File: src/io_bus_defines.svh
`ifndef IO_BUS_DEFINES_SVH
`define IO_BUS_DEFINES_SVH

`define EB_W            16
`define EB_AUX_BIT      15
`define EB_OUT_BIT      14
`define EB_IN_BIT       13
`define EB_SENSE_BIT    12
`define EB_EXT_BIT      11
`define EB_CLR_BIT      8
`define EB_FUNC_MSB     8
`define EB_FUNC_LSB     6
`define EB_DEV_MSB      5
`define EB_DEV_LSB      0
`define DEV_W           6
`define FUNC_W          3
`define CODE_W          9
`define CLK_NS          25
`define TRAP_NS         2700
`define SCAN_NS         1800
`define ICLK_NS         909
`define TRAP_CYC        ((`TRAP_NS + `CLK_NS - 1) / `CLK_NS)
`define SCAN_CYC        (`SCAN_NS / `CLK_NS)
`define ICLK_HALF_CYC   ((`ICLK_NS / `CLK_NS) / 2)
`define IO_CYC          2
`define ZERO16          16'h0000

`endif

File: src/io_bus_pkg.sv
package io_bus_pkg;
    typedef enum logic [3:0] {
        OP_NONE      = 4'b0000,
        OP_EXT       = 4'b0001,
        OP_EXT_AUX   = 4'b0010,
        OP_SENSE     = 4'b0011,
        OP_IN_REG    = 4'b0100,
        OP_IN_MEM    = 4'b0101,
        OP_OUT_REG   = 4'b0110,
        OP_OUT_MEM   = 4'b0111
    } io_op_t;

    typedef enum logic [2:0] {
        ST_IDLE   = 3'b000,
        ST_FUNC   = 3'b001,
        ST_DATA   = 3'b010,
        ST_DONE   = 3'b011,
        ST_TRAP   = 3'b100,
        ST_INTR   = 3'b101
    } seq_state_t;

    typedef enum logic [1:0] {
        SRV_NONE  = 2'b00,
        SRV_POWER = 2'b01,
        SRV_BUS   = 2'b10,
        SRV_CONS  = 2'b11
    } service_t;
endpackage

File: src/io_bus_program_transfer.sv
// Design decision made here: the strobed register port.
`timescale 1ns/1ps
`include "io_bus_defines.svh"

module io_bus_program_transfer #(
    parameter int WORD_W = `EB_W
) (
    input  wire logic                i_clk,
    input  wire logic                i_arst_n,
    input  wire logic                i_op_valid,
    input  wire io_bus_pkg::io_op_t  i_op,
    input  wire logic [`CODE_W-1:0]  i_code,
    input  wire logic                i_reg_sel_b,
    input  wire logic                i_clear,
    input  wire logic [WORD_W-1:0]   i_reg_a,
    input  wire logic [WORD_W-1:0]   i_reg_b,
    input  wire logic [WORD_W-1:0]   i_mem_word,
    input  wire logic [WORD_W-1:0]   i_eb_in,
    input  wire logic                i_sense_reply_line,
    input  wire logic                i_trap_read_request,
    input  wire logic                i_trap_write_request,
    input  wire logic                i_bus_intr_request,
    input  wire logic                i_power_fail,
    input  wire logic                i_console_intr,
    output logic [WORD_W-1:0]        o_eb_out,
    output logic                     o_eb_oe_n,
    output logic                     o_function_ready_strobe,
    output logic                     o_word_ready_strobe,
    output logic                     o_priority_scan_clock,
    output logic                     o_busy,
    output logic                     o_reg_we,
    output logic                     o_reg_we_b,
    output logic [WORD_W-1:0]        o_reg_wdata,
    output logic                     o_mem_we,
    output logic [WORD_W-1:0]        o_mem_wdata,
    output logic                     o_jump,
    output logic                     o_next_seq,
    output logic                     o_intr_fetch,
    output logic [WORD_W-1:0]        o_intr_addr,
    output logic                     o_trap_active,
    output logic                     o_trap_read,
    output logic [WORD_W-1:0]        o_trap_addr,
    output io_bus_pkg::service_t     o_service
);
    import io_bus_pkg::*;

    localparam int SCAN_CYC  = `SCAN_CYC;
    localparam int TRAP_CYC  = `TRAP_CYC;
    localparam int ICLK_HALF = `ICLK_HALF_CYC;

    seq_state_t          state_reg;
    io_op_t              op_reg;
    logic                auto_win;
    logic                sel_b_reg;
    logic                clear_reg;
    logic [WORD_W-1:0]   src_reg;
    logic [7:0]          cnt_reg;
    logic [7:0]          scan_cnt_reg;
    logic [7:0]          iclk_cnt_reg;
    logic                scan_tick;

    // Function-ready word: class bit, function digit and device select field
    function automatic logic [WORD_W-1:0] fry_word(input io_op_t op, input logic [`CODE_W-1:0] code,
                                                   input logic clr);
        logic [WORD_W-1:0] w;
        w = '0;
        w[`EB_DEV_MSB:`EB_DEV_LSB] = code[`DEV_W-1:0];
        case (op)
            OP_EXT: begin
                w[`EB_EXT_BIT] = 1'b1;
                w[`EB_FUNC_MSB:`EB_FUNC_LSB] = code[`CODE_W-1:`DEV_W];
            end
            OP_EXT_AUX: begin
                w[`EB_AUX_BIT] = 1'b1;
                w[`EB_FUNC_MSB:`EB_FUNC_LSB] = code[`CODE_W-1:`DEV_W];
            end
            OP_SENSE: begin
                w[`EB_SENSE_BIT] = 1'b1;
                w[`EB_FUNC_MSB:`EB_FUNC_LSB] = code[`CODE_W-1:`DEV_W];
            end
            OP_IN_REG, OP_IN_MEM: begin
                w[`EB_IN_BIT] = 1'b1;
                w[`EB_CLR_BIT] = clr && (op == OP_IN_REG);
            end
            OP_OUT_REG, OP_OUT_MEM: begin
                w[`EB_OUT_BIT] = 1'b1;
            end
            default: begin
                w = '0;
            end
        endcase
        return w;
    endfunction

    // Interrupt clock for party-line users
    always_ff @(posedge i_clk or negedge i_arst_n) begin
        if (!i_arst_n) begin
            iclk_cnt_reg          <= 8'h00;
            o_priority_scan_clock <= 1'b0;
        end else if (iclk_cnt_reg == 8'(ICLK_HALF - 1)) begin
            iclk_cnt_reg          <= 8'h00;
            o_priority_scan_clock <= ~o_priority_scan_clock;
        end else begin
            iclk_cnt_reg <= iclk_cnt_reg + 8'h01;
        end
    end

    // Priority scan period
    always_ff @(posedge i_clk or negedge i_arst_n) begin
        if (!i_arst_n) begin
            scan_cnt_reg <= 8'h00;
        end else if (scan_tick) begin
            scan_cnt_reg <= 8'h00;
        end else begin
            scan_cnt_reg <= scan_cnt_reg + 8'h01;
        end
    end
    assign scan_tick = (scan_cnt_reg == 8'(SCAN_CYC - 1));
    // A won scan pre-empts a program request, so the bus stays free for the requester
    assign auto_win  = scan_tick && !i_power_fail
                       && (i_trap_read_request || i_trap_write_request || i_bus_intr_request);

    // Winner of each scan; daisy chain already settled the bus requester
    always_ff @(posedge i_clk or negedge i_arst_n) begin
        if (!i_arst_n) begin
            o_service <= SRV_NONE;
        end else if (scan_tick) begin
            if (i_power_fail) begin
                o_service <= SRV_POWER;
            end else if (i_bus_intr_request || i_trap_read_request || i_trap_write_request) begin
                o_service <= SRV_BUS;
            end else if (i_console_intr) begin
                o_service <= SRV_CONS;
            end else begin
                o_service <= SRV_NONE;
            end
        end
    end

    // Sequencer; automatic sequences start only between program operations
    always_ff @(posedge i_clk or negedge i_arst_n) begin
        if (!i_arst_n) begin
            state_reg <= ST_IDLE;
            op_reg    <= OP_NONE;
            sel_b_reg <= 1'b0;
            clear_reg <= 1'b0;
            src_reg   <= '0;
            cnt_reg   <= 8'h00;
        end else begin
            case (state_reg)
                ST_IDLE: begin
                    cnt_reg <= 8'h00;
                    if (scan_tick && !i_power_fail && (i_trap_read_request || i_trap_write_request)) begin
                        state_reg <= ST_TRAP;
                        op_reg    <= OP_NONE;
                    end else if (scan_tick && !i_power_fail && i_bus_intr_request) begin
                        state_reg <= ST_INTR;
                    end else if (i_op_valid && i_op != OP_NONE) begin
                        state_reg <= ST_FUNC;
                        op_reg    <= i_op;
                        sel_b_reg <= i_reg_sel_b;
                        clear_reg <= i_clear;
                        src_reg   <= (i_op == OP_OUT_MEM) ? i_mem_word : (i_reg_sel_b ? i_reg_b : i_reg_a);
                    end
                end
                ST_FUNC: begin
                    state_reg <= ST_DATA;
                end
                ST_DATA: begin
                    if (cnt_reg == 8'(`IO_CYC - 2)) begin
                        state_reg <= ST_DONE;
                    end
                    cnt_reg <= cnt_reg + 8'h01;
                end
                ST_TRAP: begin
                    if (cnt_reg == 8'(TRAP_CYC - 1)) begin
                        state_reg <= ST_DONE;
                    end
                    cnt_reg <= cnt_reg + 8'h01;
                end
                ST_INTR: begin
                    state_reg <= ST_DONE;
                end
                ST_DONE: begin
                    state_reg <= ST_IDLE;
                    op_reg    <= OP_NONE;
                end
                default: begin
                    state_reg <= ST_IDLE;
                end
            endcase
        end
    end

    // Bus drive; data-in and sense leave the data phase to the controller
    always_ff @(posedge i_clk or negedge i_arst_n) begin
        if (!i_arst_n) begin
            o_eb_out                <= `ZERO16;
            o_eb_oe_n               <= 1'b1;
            o_function_ready_strobe <= 1'b0;
            o_word_ready_strobe     <= 1'b0;
        end else begin
            o_function_ready_strobe <= (state_reg == ST_IDLE) && i_op_valid && i_op != OP_NONE && !auto_win;
            o_word_ready_strobe     <= 1'b0;
            o_eb_oe_n               <= 1'b1;
            o_eb_out                <= `ZERO16;
            if (state_reg == ST_IDLE && i_op_valid && !auto_win) begin
                o_eb_out  <= fry_word(i_op, i_code, i_clear);
                o_eb_oe_n <= (i_op == OP_NONE);
            end else if (state_reg == ST_FUNC && (op_reg == OP_OUT_REG || op_reg == OP_OUT_MEM)) begin
                o_eb_out            <= src_reg;
                o_eb_oe_n           <= 1'b0;
                o_word_ready_strobe <= 1'b1;
            end else if (state_reg == ST_FUNC && (op_reg == OP_IN_REG || op_reg == OP_IN_MEM)) begin
                o_word_ready_strobe <= 1'b1;
            end
        end
    end

    // Results of input, sense and interrupt sequences
    always_ff @(posedge i_clk or negedge i_arst_n) begin
        if (!i_arst_n) begin
            o_reg_we      <= 1'b0;
            o_reg_we_b    <= 1'b0;
            o_reg_wdata   <= `ZERO16;
            o_mem_we      <= 1'b0;
            o_mem_wdata   <= `ZERO16;
            o_jump        <= 1'b0;
            o_next_seq    <= 1'b0;
            o_intr_fetch  <= 1'b0;
            o_intr_addr   <= `ZERO16;
        end else begin
            o_reg_we     <= 1'b0;
            o_mem_we     <= 1'b0;
            o_jump       <= 1'b0;
            o_next_seq   <= 1'b0;
            o_intr_fetch <= 1'b0;
            if (state_reg == ST_DATA && cnt_reg == 8'h00) begin
                if (op_reg == OP_IN_REG) begin
                    o_reg_we    <= 1'b1;
                    o_reg_we_b  <= sel_b_reg;
                    // Clear first, so OR with zero is a plain load
                    o_reg_wdata <= i_eb_in | (clear_reg ? `ZERO16 : (sel_b_reg ? i_reg_b : i_reg_a));
                end else if (op_reg == OP_IN_MEM) begin
                    o_mem_we    <= 1'b1;
                    o_mem_wdata <= i_eb_in;
                end else if (op_reg == OP_SENSE) begin
                    o_jump      <= i_sense_reply_line;
                    o_next_seq  <= !i_sense_reply_line;
                end
            end
            if (state_reg == ST_INTR) begin
                o_intr_fetch <= 1'b1;
                o_intr_addr  <= i_eb_in;
            end
        end
    end

    // Trap suspension; the requester's address is latched on entry
    always_ff @(posedge i_clk or negedge i_arst_n) begin
        if (!i_arst_n) begin
            o_trap_active <= 1'b0;
            o_trap_read   <= 1'b0;
            o_trap_addr   <= `ZERO16;
            o_busy        <= 1'b0;
        end else begin
            o_busy <= (state_reg != ST_IDLE) || (i_op_valid && i_op != OP_NONE);
            if (state_reg == ST_IDLE && scan_tick && !i_power_fail
                && (i_trap_read_request || i_trap_write_request)) begin
                o_trap_active <= 1'b1;
                o_trap_read   <= i_trap_read_request;
                o_trap_addr   <= i_eb_in;
            end else if (state_reg == ST_TRAP && cnt_reg == 8'(TRAP_CYC - 1)) begin
                o_trap_active <= 1'b0;
            end
        end
    end

    AST_TRAP_LEN: assert property (@(posedge i_clk) disable iff (!i_arst_n)
        $rose(o_trap_active) |-> ##[TRAP_CYC:TRAP_CYC] $fell(o_trap_active))
        else $error("Trap suspension length wrong");

    AST_EXT_CLASS: assert property (@(posedge i_clk) disable iff (!i_arst_n)
        o_function_ready_strobe && $past(i_op) == OP_EXT |-> o_eb_out[15:11] == 5'b00001)
        else $error("External control class bits wrong");

    AST_OUT_CLASS: assert property (@(posedge i_clk) disable iff (!i_arst_n)
        o_function_ready_strobe && $past(i_op) inside {OP_OUT_REG, OP_OUT_MEM} |-> o_eb_out[15:11] == 5'b01000)
        else $error("Data out class bits wrong");

    AST_IN_CLASS: assert property (@(posedge i_clk) disable iff (!i_arst_n)
        o_function_ready_strobe && $past(i_op) inside {OP_IN_REG, OP_IN_MEM} |-> o_eb_out[15:11] == 5'b00100)
        else $error("Data in class bits wrong");

    AST_SENSE_CLASS: assert property (@(posedge i_clk) disable iff (!i_arst_n)
        o_function_ready_strobe && $past(i_op) == OP_SENSE
        |-> o_eb_out[15:11] == 5'b00010 && o_eb_out[8:0] == $past(i_code))
        else $error("Sense word wrong");

    AST_AUX_CLASS: assert property (@(posedge i_clk) disable iff (!i_arst_n)
        o_function_ready_strobe && $past(i_op) == OP_EXT_AUX |-> o_eb_out[15:11] == 5'b10000)
        else $error("Aux control class bits wrong");

    AST_WORD_AFTER_FUNC: assert property (@(posedge i_clk) disable iff (!i_arst_n)
        o_function_ready_strobe && $past(i_op) inside {OP_OUT_REG, OP_OUT_MEM}
        |=> o_word_ready_strobe && !o_eb_oe_n)
        else $error("Word strobe missing after output function");

    AST_POWER_FIRST: assert property (@(posedge i_clk) disable iff (!i_arst_n)
        scan_tick && i_power_fail |=> o_service == SRV_POWER)
        else $error("Power failure not top priority");

    AST_CONSOLE_LAST: assert property (@(posedge i_clk) disable iff (!i_arst_n)
        scan_tick && (i_bus_intr_request || i_trap_read_request) |=> o_service != SRV_CONS)
        else $error("Console accepted over bus request");

    AST_SENSE_SPLIT: assert property (@(posedge i_clk) disable iff (!i_arst_n)
        !(o_jump && o_next_seq))
        else $error("Sense both jumped and continued");
endmodule

File: config.mk
export PLATFORM = sky130hd
export DESIGN_NAME = io_bus_program_transfer
export DESIGN_NICKNAME = d
export VERILOG_FILES = /design/src/io_bus_pkg.sv /design/src/io_bus_program_transfer.sv
export VERILOG_INCLUDE_DIRS = /design/src
export SDC_FILE = /design/constraint.sdc
export NUM_CORES = 1
export LEC_CHECK = 0
export BUFFER_PORTS_ARGS = -buffer_cell sky130_fd_sc_hd__buf_4
export CAP_MARGIN = 20
export CELL_PAD_IN_SITES_DETAIL_PLACEMENT = 0
export CELL_PAD_IN_SITES_GLOBAL_PLACEMENT = 1
export CORE_UTILIZATION = 44
export CTS_BUF_LIST = sky130_fd_sc_hd__clkbuf_4 sky130_fd_sc_hd__clkbuf_8 sky130_fd_sc_hd__clkbuf_16
export CTS_CLUSTER_SIZE = 28
export DETAILED_ROUTE_END_ITERATION = 6
export PLACE_DENSITY_LB_ADDON = 0.1
export SETUP_SLACK_MARGIN = 0.2
export SLEW_MARGIN = 20
export SYNTH_ARGS = -nofsm -noshare
export SYNTH_HDL_FRONTEND = slang
export SYNTH_SLANG_ARGS = --single-unit
File: constraint.sdc
create_clock -name i_clk -period 7.7 [get_ports i_clk]
set_clock_uncertainty 0.2 [all_clocks]
set_input_delay 0.77 -clock i_clk [delete_from_list [all_inputs] [get_ports i_clk]]
set_output_delay 0.77 -clock i_clk [all_outputs]
set_load 0.05 [all_outputs]
; Word-level counts from Yosys, hierarchy flattened
; Index checks and enable logic that the tools add are counted.
[totals]
ff_bits = 144
latch_bits = 0
mem_bits_rw = 0
rom_bits = 0
in_bits = 88
output_inout_bits = 95
wordCells = 156
n_memories = 0
[classes]
n_addsub = 3
multipliers = 0
div = 0
n_lt_le_gt_ge = 0
eq_ne = 25
shift = 0
muxes = 51
bitwise_logic = 5
reduce_logical = 45
[ops]
columns = cell, count
row1 = 16-bit two-way mux, 6
row2 = 4-bit by 3-bit == test with 1-bit output (second input constant), 8
row3 = 1-bit two-way mux, 26
row4 = 8-bit by 1-bit adder with 8-bit output (second input constant), 3
row5 = 1-bit logical AND, 17
row6 = 8-bit by 7-bit == test with 1-bit output (second input constant), 2
row7 = 8-bit two-way mux, 2
row8 = 16-bit OR, 1
row9 = 8-bit one-hot mux with 2 select lines, 1
row10 = 3-bit two-way mux, 5
row11 = 3-bit one-hot mux with 5 select lines, 1
row12 = 4-bit by 2-bit == test with 1-bit output (second input constant), 3
row13 = 4-bit two-way mux, 3
row14 = 3-bit AND reduction, 3
row15 = 8-bit by 5-bit == test with 1-bit output (second input constant), 1
row16 = 8-bit zero test, 1
row17 = 2-bit two-way mux, 4
row18 = 4-bit one-hot mux with 2 select lines, 1
row19 = 1-bit logical OR, 7
row20 = 7-bit OR reduction, 1
row21 = 3-bit by 2-bit == test with 1-bit output (second input constant), 2
row22 = 3-bit == test (second input constant), 2
row23 = 6-bit two-way mux, 1
row24 = 3-bit != test (second input constant), 2
row25 = 16 further kinds, 26

; Depth between registers and ports, before layout
; Gate-level depths: netlist of run 1.
[depth]
ltp_word = 6
ltp_mapped = 7
mapped_depth_nobuf = 6

; Least setup slack after synthesis of run 1
; No wires, ideal clock.
[synth_path]
path_kind = reg2reg
from = register cnt_reg[0]
to = register o_reg_wdata[10]
setup_ps = 125
arrival_time_ps = 2267
t_required_ps = 7375
path_slack_ps = 5109
path_stages_with_launch = 8
n_path_buf = 1
synth_period_minus_slack_ps = 2591
path_cell_list = dfrtp_1 > inv_1 > ha_1 > or4b_4 > nor4_4 > nor3b_4 > buf_8 > mux2_2
[synth_between]
elab_chain_len = 3
[synth_lines]
columns = element, line
row1 = "start, declared", io_bus_program_transfer.sv:57  ; logic [7:0] cnt_reg;
row2 = "start signal, assigned", io_bus_program_transfer.sv:173  ; cnt_reg <= cnt_reg + 8'h01;
row3 = "start signal, assigned", io_bus_program_transfer.sv:179  ; cnt_reg <= cnt_reg + 8'h01;
row4 = 8-bit zero test, io_bus_program_transfer.sv:238  ; if (state_reg == ST_DATA && cnt_reg == 8'h00) begin
row5 = 1-bit logical AND, io_bus_program_transfer.sv:238
row6 = 2-bit AND reduction (no source line), -
row7 = "end signal, assigned", io_bus_program_transfer.sv:225  ; o_reg_wdata <= `ZERO16;
row8 = "end signal, assigned", io_bus_program_transfer.sv:243  ; o_reg_wdata <= i_eb_in | (clear_reg ? `ZERO16 : (sel_b_reg ? i_reg_b : i_reg_a));
row9 = "end, declared", io_bus_program_transfer.sv:33  ; output logic [WORD_W-1:0] o_reg_wdata,
; No other way between the ends.
; A chain may end at the register's enable or synchronous reset.

; Worst setup path in the final report of run 1
[layout_path]
from = register cnt_reg[0]
to = register o_reg_wdata[3]
; The elaborated chain is that of the path after synthesis.

==> metrics, run 1 <==
status complete, no violations; hold bufs inserted after CTS 0; max cap viols 0; fin crit period 3.04 ns; register area share after synthesis 55.9%; hpwl dp 12100 um; Yosys Warn Count 0; setup TNS 0 ns; most frequent cell after synthesis dfrtp_1; asr flop ratio synth 100%; slowest cell on the critical path nor3b_4; CTS buffer count 17; RSZ-0062 raised after global routing no; vias per cell 5.25; measured slew at the worst slew-check pin 0.984 ns; total design power 2.92 mW; TritonCTS clock tree built; Final Max Tran Viols 0; Finished Cell Area 8540 um^2; slew margin rel. 34.4%; cts repair resizes 0; Placement Cell Area 7950 um^2; Worst EP required 7.79 ns; Setup Buffers After CTS 0; syn_nets 648; Chip Height 123 um; synthesis-stage register bit count 144; Die Span X 123 um; wire length per cell 17.8 um; Filler Cell Count 1183; Final ANT Viol Nets 0; CP endpoint kind flip-flop; CORE AREA 14100 um^2; first-pass GRT wire length 25500 um; die area 15200 um^2; Clk Latency, worst-skew pair 0.41 ns; Lkg Pwr 4.27 nW; Clock Pin Slew Worst Setup and Hold Paths 0.06 ns; post-synth top area cell dfrtp_1; final-stage net count 825; Initial Util 45.8%; share of the synthesized area in the top cell type 55.4%; Via Count 4859; Largest delay share family, worst path simple AND/OR/NAND/NOR gates; Post-synth EDFFs 0; Diodes inserted 0; drt total wl 16500 um; Max Root-Sink Buffers 2; final worst path period share 39.5%; Site Rows 43; Unique masters post-synth 51; Post-Syn Instances 555; CTS Sinks 144; final hold vios 0; prevailing post-synth register cell dfrtp_1; H-tree Lvls 4; Area contributors post-synth dfrtp_1, mux2_2, mux2i_1, nand2_1, o21bai_1; GRT Util Overall 22.5%; Worst Hold Slack 0.164 ns; Netlist Area Pre-Place 6450 um^2; syn_area_per_cell 11.6 um^2; # setup viols final 0; Hold/Removal Path Class input pin to asynchronous set/reset pin; CP max FO 17; number of top-level pins 183; CP arrival 3.13 ns; Placer Congestion 0.837; vias in the first global route 4861; P&R area growth vs syn 32.3%; number of DRC markers in iteration 0 250; I/O Buffers 182; power per cell area 342 nW/um^2; largest net degree at the start of global routing 75; Startpoint Class flip-flop; Clock Tree Root clkbuf_16; kind of critical path flip-flop to flip-flop; fraction of layout cells with a size suffix above 1 37.6%; final core occ 60.6%; GRT overflow 0; Worst path max stage delay 0.86 ns; top post-synthesis cells by count dfrtp_1, nand2_1, mux2_2, mux2i_1, inv_1; fmax 329 MHz; First-pass DRT Iterations 5; Post-route DRC 0; worst vdd ir 0.278 mV; Critical Path, Cell by Cell inv_1 -> ha_1 -> or4b_4 -> nor4_4 -> nor3b_4 -> mux2_2; initial antenna violation count 0; CP bufs+invs 1
-- cells in the final DEF, fill, tap and decap left out, types with 3 or more instances in the layout --
master / n
buf_4: 183
nand2b_1: 3
nor4_1: 4
o21ai_0: 23
nand2_1: 78
mux2i_1: 51
xor2_1: 7
ha_1: 5
clkbuf_16: 17
nor3_1: 6
xnor2_1: 7
nand4b_1: 3
clkinv_4: 4
a21oi_1: 6
mux2_2: 53
inv_1: 26
dfrtp_1: 143
a32o_1: 11
nand3_1: 11
a22o_1: 9
nor2_1: 22
inv_6: 5
or3_1: 3
and3_1: 6
nand3b_1: 3
o21bai_1: 16
-- routing by layer --
| metal | wire length (um) | global-route usage [%] | vias up |
|---|---|---|---|
| li1 | - | - | 2294 |
| met1 | 7210 | 29.3 | 2401 |
| met2 | 7920 | 34.9 | 150 |
| met3 | 1160 | 8.35 | 14 |
| met4 | 211 | 7.00 | 0 |
| met5 | 0 | 0 | - |
-- per-stage QoR --
| step | instances | worst slack, ns |
|---|---|---|
| 2_1_floorplan | 555 | 5.11 |
| 3_3_place_gp | 892 | 4.72 |
| 3_5_place_dp | 892 | 4.65 |
| 4_1_cts | 924 | 4.62 |
| 5_1_grt | 925 | 4.49 |
| 6_report | 925 | 4.66 |
-- logic make-up (layout without fill, tap and decap cells) --
kind of cell	Yosys count	after routing	share of synthesized area, %
fa+ha+maj	5	5	0.969
simple gates	158	158	12.3
flops	144	144	55.9
compound gates	76	76	8.43
xor+xnor	14	14	1.90
buf+inv	54	244	3.41
mux	104	104	17.2
-- layout make-up --
type	count	area (um^2)	area share, %
flip-flops and latches	144	3600	42.2
multi-input cells	357	2630	30.8
repair buffers	185	1400	16.3
clock buffers	18	433	5.07
well taps	180	225	2.64
clock inverters	14	146	1.71
inverters	27	101	1.19
-- worst register-to-register path, stage by stage (launching register included) --
cell	delay [ns]
dfrtp_1	0.41
inv_1	0.07
ha_1	0.13
or4b_4	0.48
nor4_4	0.34
nor3b_4	0.86
mux2_2	0.43
-- power breakdown --
group          leakage (nW)  total, mW  internal (mW)  switching (mW)
clock                 0.280      0.803          0.459           0.343
sequential             1.80       1.10          0.933           0.162
combinational          2.19       1.02          0.379           0.641
total                  4.27       2.92           1.77            1.15
-- path summary, 6_finish.rpt --
| check | depth (start not counted) | endpoint | start | slack (ns) |
|---|---|---|---|---|
| worst max-delay path | 6 | o_reg_wdata[3] | cnt_reg[0] | 4.66 |
| worst min-delay path | 1 | op_reg[3] | i_arst_n | 0.16 |
| worst max register to register | 6 | o_reg_wdata[3] | cnt_reg[0] | 4.66 |
| worst min register to register | 1 | scan_cnt_reg[0] | scan_cnt_reg[0] | 0.26 |
| max in group asynchronous | 2 | o_reg_wdata[9] | i_arst_n | 5.76 |
| min in group i_clk | 1 | scan_cnt_reg[0] | scan_cnt_reg[0] | 0.26 |
(Power assumes the default switching activity.)
==> run 2, diff against run 1 <==
--- a/config.mk
+++ b/config.mk
@@ -10,7 +10,7 @@
 export CAP_MARGIN = 20
 export CELL_PAD_IN_SITES_DETAIL_PLACEMENT = 0
 export CELL_PAD_IN_SITES_GLOBAL_PLACEMENT = 1
-export CORE_UTILIZATION = 44
+export CORE_UTILIZATION = 37
 export CTS_BUF_LIST = sky130_fd_sc_hd__clkbuf_4 sky130_fd_sc_hd__clkbuf_8 sky130_fd_sc_hd__clkbuf_16
 export CTS_CLUSTER_SIZE = 28
 export DETAILED_ROUTE_END_ITERATION = 6
==> constraint.sdc (replaced) <==
create_clock -name i_clk -period 2.6 [get_ports i_clk]
set_clock_uncertainty 0.2 [all_clocks]
set_input_delay 0.26 -clock i_clk [delete_from_list [all_inputs] [get_ports i_clk]]
set_output_delay 0.26 -clock i_clk [all_outputs]
set_load 0.05 [all_outputs]
==> run 2 against run 1 <==
  * Largest cell class unchanged
  * Largest power group is now combinational logic
  * The run now ends with negative hold slack left
  * Via count is 5.2% higher
  * Die area is 19% higher
  * Cell area is 12% higher
  * Setup slack worse by 4.5 ns
  * Register-to-register slack worse by 4.5 ns
  * Clock power grew to 3.1 times the previous value
  * Total power grew to 3.1 times the previous value
  * Cell count is 13% higher
  * Combinational power grew to 3.5 times the previous value
==> metrics, run 2 (synthesis gave the netlist of run 1 again) <==
Die Span X 134 um (+8.9%); CP arrival 2.59 ns (-0.54 ns); # setup viols final 0 (unchanged); max cap viols 0 (unchanged); fmax 401 MHz (+22%); GRT Util Overall 21.1% (-1.5 points); post-route insts no fill 1045 (+13%); power per cell area 959 nW/um^2 (+180%); RSZ-0062 raised after global routing yes; number of top-level pins 183 (unchanged); largest net degree at the start of global routing 69 (-8.0%); switch share 38.3% (-1.0 points); Clk Latency, worst-skew pair 0.42 ns (about the same); measured slew at the worst slew-check pin 0.784 ns (-0.200 ns); Via Count 5111 (+5.2%); Placement Cell Area 8260 um^2 (+3.8%); final worst path period share 95.8% (+56 points); kind of critical path flip-flop to flip-flop; combinational power share 38.5% (+3.6 points); Max Root-Sink Buffers 2 (unchanged); I/O Buffers 182 (unchanged); Initial Util 38.4% (-7.4 points); H-tree Lvls 4 (unchanged); GRT overflow 0 (unchanged); vias in the first global route 5331 (+9.7%); Lkg Pwr 4.74 nW (+11%); worst vdd ir 0.570 mV (+100%); Worst Hold Slack -0.00504 ns (-0.169 ns); Worst EP required 2.70 ns (-5.09 ns); hpwl dp 13200 um (+9.2%); wire length per cell 17.6 um (-1.4%); fraction of layout cells with a size suffix above 1 38.7% (+1.1 points); Reg power frac 34.5% (-3.0 points); Post-route DRC 0 (unchanged); dpl cells 956 (+7.2%); CP endpoint kind flip-flop; Chip Height 134 um (+8.9%); slew margin rel. 47.3% (+13 points); Startpoint Class flip-flop; status finished with violations; CTS buffer count 17 (unchanged); vias per cell 4.89 (-6.9%); sw power 3.50 mW (+210%); commonest non-fill, non-tap cell in the layout buf_4; CP max FO 8 (-9); First-pass DRT Iterations 4 (-1); Final Max Tran Viols 0 (unchanged); internal power 5.65 mW (+220%); final hold vios 1 (+1); Hold/Removal Path Class input pin to flip-flop; Placer Congestion 0.854 (+2.0%); total design power 9.16 mW (+210%); Site Rows 47 (+9.3%); Diodes inserted 0 (unchanged); Filler Cell Count 1459 (+23%); Clock power frac 26.9% (-0.6 points); CORE AREA 16800 um^2 (+19%); Finished Cell Area 9540 um^2 (+12%); number of DRC markers in iteration 0 171 (-32%); failing checks negative hold slack; CTS Sinks 144 (unchanged); Clock Pin Slew Worst Setup and Hold Paths 0.06 ns (about the same); final-stage net count 905 (+9.7%); TritonCTS clock tree built; Clock Tree Root clkbuf_16; Final ANT Viol Nets 0 (unchanged); initial antenna violation count 0 (unchanged); fin crit period 2.49 ns (-0.551 ns); P&R area growth vs syn 47.9%; drt total wl 18400 um (+11%); commonest non-fill, non-tap cells in the layout buf_4, dfrtp_1, nand2_1, mux2i_1, dlygate4sd3_1; die area 18000 um^2 (+19%); setup TNS 0 ns (unchanged); first-pass GRT wire length 28800 um (+13%)
[run 2: cell types whose count changed in the layout (fill, tap and decap cells not counted), sizes merged]
cell / before / now
dlygate4sd3: 0 / 46
buf: 185 / 216
clkbuf: 18 / 22
inv: 33 / 31
bufinv: 1 / 2
clkinv: 5 / 6
clkinvlp: 2 / 1
[run 2: critical path, cell delays in order (launching register included)]
cell       delay, ns
dfrtp_1         0.40
inv_2           0.08
ha_4            0.12
or4b_4          0.49
nor4_4          0.20
nor3b_4         0.27
buf_12          0.15
clkbuf_16       0.16
mux2_4          0.30
[run 2: final cells by class]
class	instances	area (um^2)	share of cell area [%]
well taps	220	275	2.88
flip-flops and latches	144	3600	37.8
clock buffers	19	453	4.75
inverters	27	101	1.06
multi-input cells	357	2730	28.6
repair buffers	265	2220	23.3
clock inverters	13	151	1.59
[run 2: power groups by stage]
stage          sequential, mW  clock [mW]  combinational (mW)
4_1_cts                  3.15        2.53                3.44
3_5_place_dp             3.18           0                3.32
5_1_grt                  3.23        2.62                3.74
6_report                 3.16        2.47                3.53
3_3_place_gp             3.17           0                3.29
2_1_floorplan            4.16           0                1.18
[run 2: metal layers]
layer | GRT usage (%) | wire length [um]
met1 | 26.6 | 8010
met2 | 34.4 | 9090
met3 | 5.86 | 997
met4 | 7.68 | 280
met5 | 0 | 0
[run 2: final timing paths]
path                              endpoint            start  slack [ns]  depth (start not counted)
max in group asynchronous   o_intr_addr[0]         i_arst_n        1.23                          3
hold reg to reg            iclk_cnt_reg[7]  iclk_cnt_reg[7]        0.26                          1
hold / removal                  src_reg[7]    i_mem_word[7]      -0.005                          3
setup reg to reg            o_reg_wdata[8]       cnt_reg[0]        0.11                          8
min in group asynchronous       cnt_reg[4]         i_arst_n        0.22                          2
setup / recovery            o_reg_wdata[8]       cnt_reg[0]        0.11                          8
[run 2: stage by stage]
step | util (%) | worst slack (ns)
final | 56.7 | 0.109
after CTS | 55.9 | 0.178
after global placement | 49.1 | 0.164
after global routing | 56.7 | 0.0508
after floorplan | - | 0.0852
after detailed placement | 49.1 | 0.132
[run 2: repair_timing]
item                                    CTS  global route
hold endpoints to repair                146             0
gates cloned                              1             2
pin swaps                                 0             0
endpoints found under the setup margin   59            34
hold buffers                             46             0
resized for setup                         9            12
setup buffers                             3             5
==> run 3, diff against run 2 <==
--- a/config.mk
+++ b/config.mk
@@ -6,11 +6,12 @@
 export SDC_FILE = /design/constraint.sdc
 export NUM_CORES = 1
 export LEC_CHECK = 0
+export ABC_AREA = 1
 export BUFFER_PORTS_ARGS = -buffer_cell sky130_fd_sc_hd__buf_4
 export CAP_MARGIN = 20
 export CELL_PAD_IN_SITES_DETAIL_PLACEMENT = 0
 export CELL_PAD_IN_SITES_GLOBAL_PLACEMENT = 1
-export CORE_UTILIZATION = 37
+export CORE_UTILIZATION = 38
 export CTS_BUF_LIST = sky130_fd_sc_hd__clkbuf_4 sky130_fd_sc_hd__clkbuf_8 sky130_fd_sc_hd__clkbuf_16
 export CTS_CLUSTER_SIZE = 28
 export DETAILED_ROUTE_END_ITERATION = 6
==> constraint.sdc (replaced) <==
create_clock -name i_clk -period 2.5 [get_ports i_clk]
set_clock_uncertainty 0.2 [all_clocks]
set_input_delay 0.25 -clock i_clk [delete_from_list [all_inputs] [get_ports i_clk]]
set_output_delay 0.25 -clock i_clk [all_outputs]
set_load 0.05 [all_outputs]
==> run 3 against run 2 <==
  * The run now ends clean
  * Via count rose by 15%
  * Non-clock buffer count fell by 33
  * First-iteration DRC count rose by 87%
  * Critical path type unchanged
==> metrics, run 3 <==
most frequent cell after synthesis nand2_1; Hold/Removal Path Class input pin to flip-flop; RSZ-0062 raised after global routing no; Post-route DRC 0 (unchanged); power per cell area 950 nW/um^2 (-1.0%); H-tree Lvls 4 (unchanged); GRT overflow 0 (unchanged); asr flop ratio synth 100% (unchanged); drt total wl 19300 um (+5.0%); first-pass GRT wire length 30100 um (+4.6%); Final Max Tran Viols 0 (unchanged); setup TNS 0 ns (unchanged); Clock power frac 30.3% (+3.4 points); Filler Cell Count 1610 (+10%); Clock Tree Root clkbuf_16; Final ANT Viol Nets 0 (unchanged); sw power 3.47 mW (-0.88%); Unique masters post-synth 32 (-37%); # setup viols final 0 (unchanged); CP max FO 16 (+8); Finished Cell Area 9210 um^2 (-3.5%); worst vdd ir 0.579 mV (+1.6%); max cap viols 0 (unchanged); switch share 39.7% (+1.4 points); prevailing post-synth register cell dfrtp_1; kind of critical path flip-flop to flip-flop; synthesis-stage register bit count 144 (unchanged); number of DRC markers in iteration 0 320 (+87%); Placer Congestion 0.785 (-8.1%); TritonCTS clock tree built; Clk Latency, worst-skew pair 0.43 ns (about the same); Initial Util 39.4% (+1.0 points); vias per cell 4.73 (-3.3%); vias in the first global route 5877 (+10%); final-stage net count 1105 (+22%); hpwl dp 14000 um (+6.4%); I/O Buffers 182 (unchanged); CTS buffer count 17 (unchanged); Multi-input gate area 2480 um^2 (-9.3%); Diodes inserted 0 (unchanged); GR Layer Usage met1 27.6% (+0.96 points); Post-synth EDFFs 0 (unchanged); status complete, no violations; register area 3600 um^2 (unchanged); First-pass DRT Iterations 4 (unchanged); Site Rows 47 (unchanged); register area share after synthesis 54.6% (-1.3 points); global-route track usage on met2 36.8% (+2.4 points); syn_area_per_cell 8.35 um^2 (-28%); worst slack at placement 0.442 ns (+0.310 ns); Chip Height 134 um (-0.18%); die area 17900 um^2 (-0.37%); Post-Syn Instances 791 (+43%); Die Span X 134 um (-0.18%); slew margin rel. 44.1% (-3.1 points); Worst EP required 2.60 ns (-0.10 ns); final worst path period share 82.5% (-13 points); top post-synthesis cells by count nand2_1, dfrtp_1, inv_1, a21oi_1, nor2_1; post-synth top area cell dfrtp_1; fmax 485 MHz (+21%); combinational power share 33.9% (-4.6 points); largest net degree at the start of global routing 51 (-26%); final setup margin 0.436 ns (+0.327 ns); fraction of layout cells with a size suffix above 1 26.0% (-13 points); CORE AREA 16800 um^2 (-0.35%); number of top-level pins 183 (unchanged); grt met3 use 7.26% (+1.4 points); Area contributors post-synth dfrtp_1, nand2_1, a21oi_1, o21ai_0, inv_1; GRT Util Overall 22.2% (+1.2 points); Placement Cell Area 8160 um^2 (-1.2%); wire length per cell 15.5 um (-12%); Via Count 5890 (+15%); internal power 5.27 mW (-6.7%); commonest non-fill, non-tap cell in the layout buf_4; Reg power frac 35.8% (+1.3 points); Lkg Pwr 4.73 nW (-0.20%); Clock Pin Slew Worst Setup and Hold Paths 0.07 ns (about the same); initial antenna violation count 0 (unchanged); Yosys Warn Count 0 (unchanged); gr busiest metal met2; CP endpoint kind flip-flop; syn_nets 884 (+36%); share of the synthesized area in the top cell type 54.2% (-1.3 points); commonest non-fill, non-tap cells in the layout buf_4, nand2_1, dfrtp_1, inv_1, a21oi_1; Startpoint Class flip-flop; CP arrival 2.17 ns (-0.42 ns); P&R area growth vs syn 39.5%; measured slew at the worst slew-check pin 0.837 ns (+0.0533 ns); final hold vios 0 (-1); total design power 8.75 mW (-4.5%); CTS Sinks 144 (unchanged); Netlist Area Pre-Place 6600 um^2 (+2.3%); Max Root-Sink Buffers 2 (unchanged); fin crit period 2.06 ns (-0.427 ns)
## run 3: changes by cell type in the layout (fill, tap and decap cells not counted), moves of 26 or more
cell     delta
mux2_2     -37
a21oi_1    +66
nor2_1     +49
mux2i_1    -51
o21ai_0    +42
inv_1      +61
o21ai_1    +26
nand3_1    +34
nand2_1   +101
## run 3: final cells by class
type	count	share of cell area, %
well taps	220	2.99
inverters	94	3.90
repair buffers	232	20.4
multi-input cells	522	26.9
clock inverters	15	2.04
clock buffers	17	4.62
repair inverters	1	0.0543
flip-flops and latches	144	39.1
## run 3: through the flow
stage               utilization, %  hold slack, ns  cells
CTS                           54.8        0.000671   1242
global route                  55.0          0.0132   1245
floorplan                        -          -0.246    791
detailed placement            48.7          0.0358   1168
finish                        55.0          0.0132   1245
global placement              48.7          0.0339   1168
## run 3: what timing repair did
item	4_1_cts	5_1_grt
gates resized for setup	0	1
setup endpoints to repair	0	2
hold buffers	42	0
hold endpoints to repair	136	0
setup buffers	0	2
## run 3: cells by family (layout without fill, tap and decap cells)
family,after synthesis,after routing,synth area share (%)
AND/OR/NAND/NOR,345,345,23.1
AO/OA/AOI/OAI,167,167,12.9
flip-flops,144,144,54.6
buffers and inverters,125,359,7.86
adder cells (fa/ha/maj),5,5,0.947
XOR/XNOR,5,5,0.663
## run 3: worst max-delay path, stage by stage (launching register included)
cell and delay [ns]:
dfrtp_1 0.44, clkinvlp_2 0.56, or2_2 0.50, a21oi_1 0.16, o21ai_1 0.09
## run 3: power by group through the flow
stage | Sequential (mW) | Clock (mW) | Combinational, mW
finish | 3.13 | 2.65 | 2.96
global route | 3.19 | 2.80 | 3.24
CTS | 3.12 | 2.71 | 2.96
detailed placement | 3.15 | 0 | 2.90
global placement | 3.16 | 0 | 2.86
floorplan | 3.99 | 0 | 1.10
## run 3: worst paths after layout
check,start,end,slack [ns],cells after the start
worst max-delay path,sel_b_reg,o_reg_wdata[10],0.44,4
worst min-delay path,i_reg_b[10],o_reg_wdata[10],0.01,4
worst max register to register,sel_b_reg,o_reg_wdata[10],0.44,4
worst min register to register,o_priority_scan_clock,o_priority_scan_clock,0.27,1
max in group asynchronous,i_arst_n,o_eb_oe_n,1.29,3
min in group asynchronous,i_arst_n,cnt_reg[2],0.13,2
## run 3: per-layer routing
metal  vias up  wire length [um]  part of all wire (%)
met4         0               274                   1.4
met3        16              1290                   6.7
li1       2989                 -                     -
met5         -                 0                     0
met1      2734              8350                    43
met2       151              9370                    49
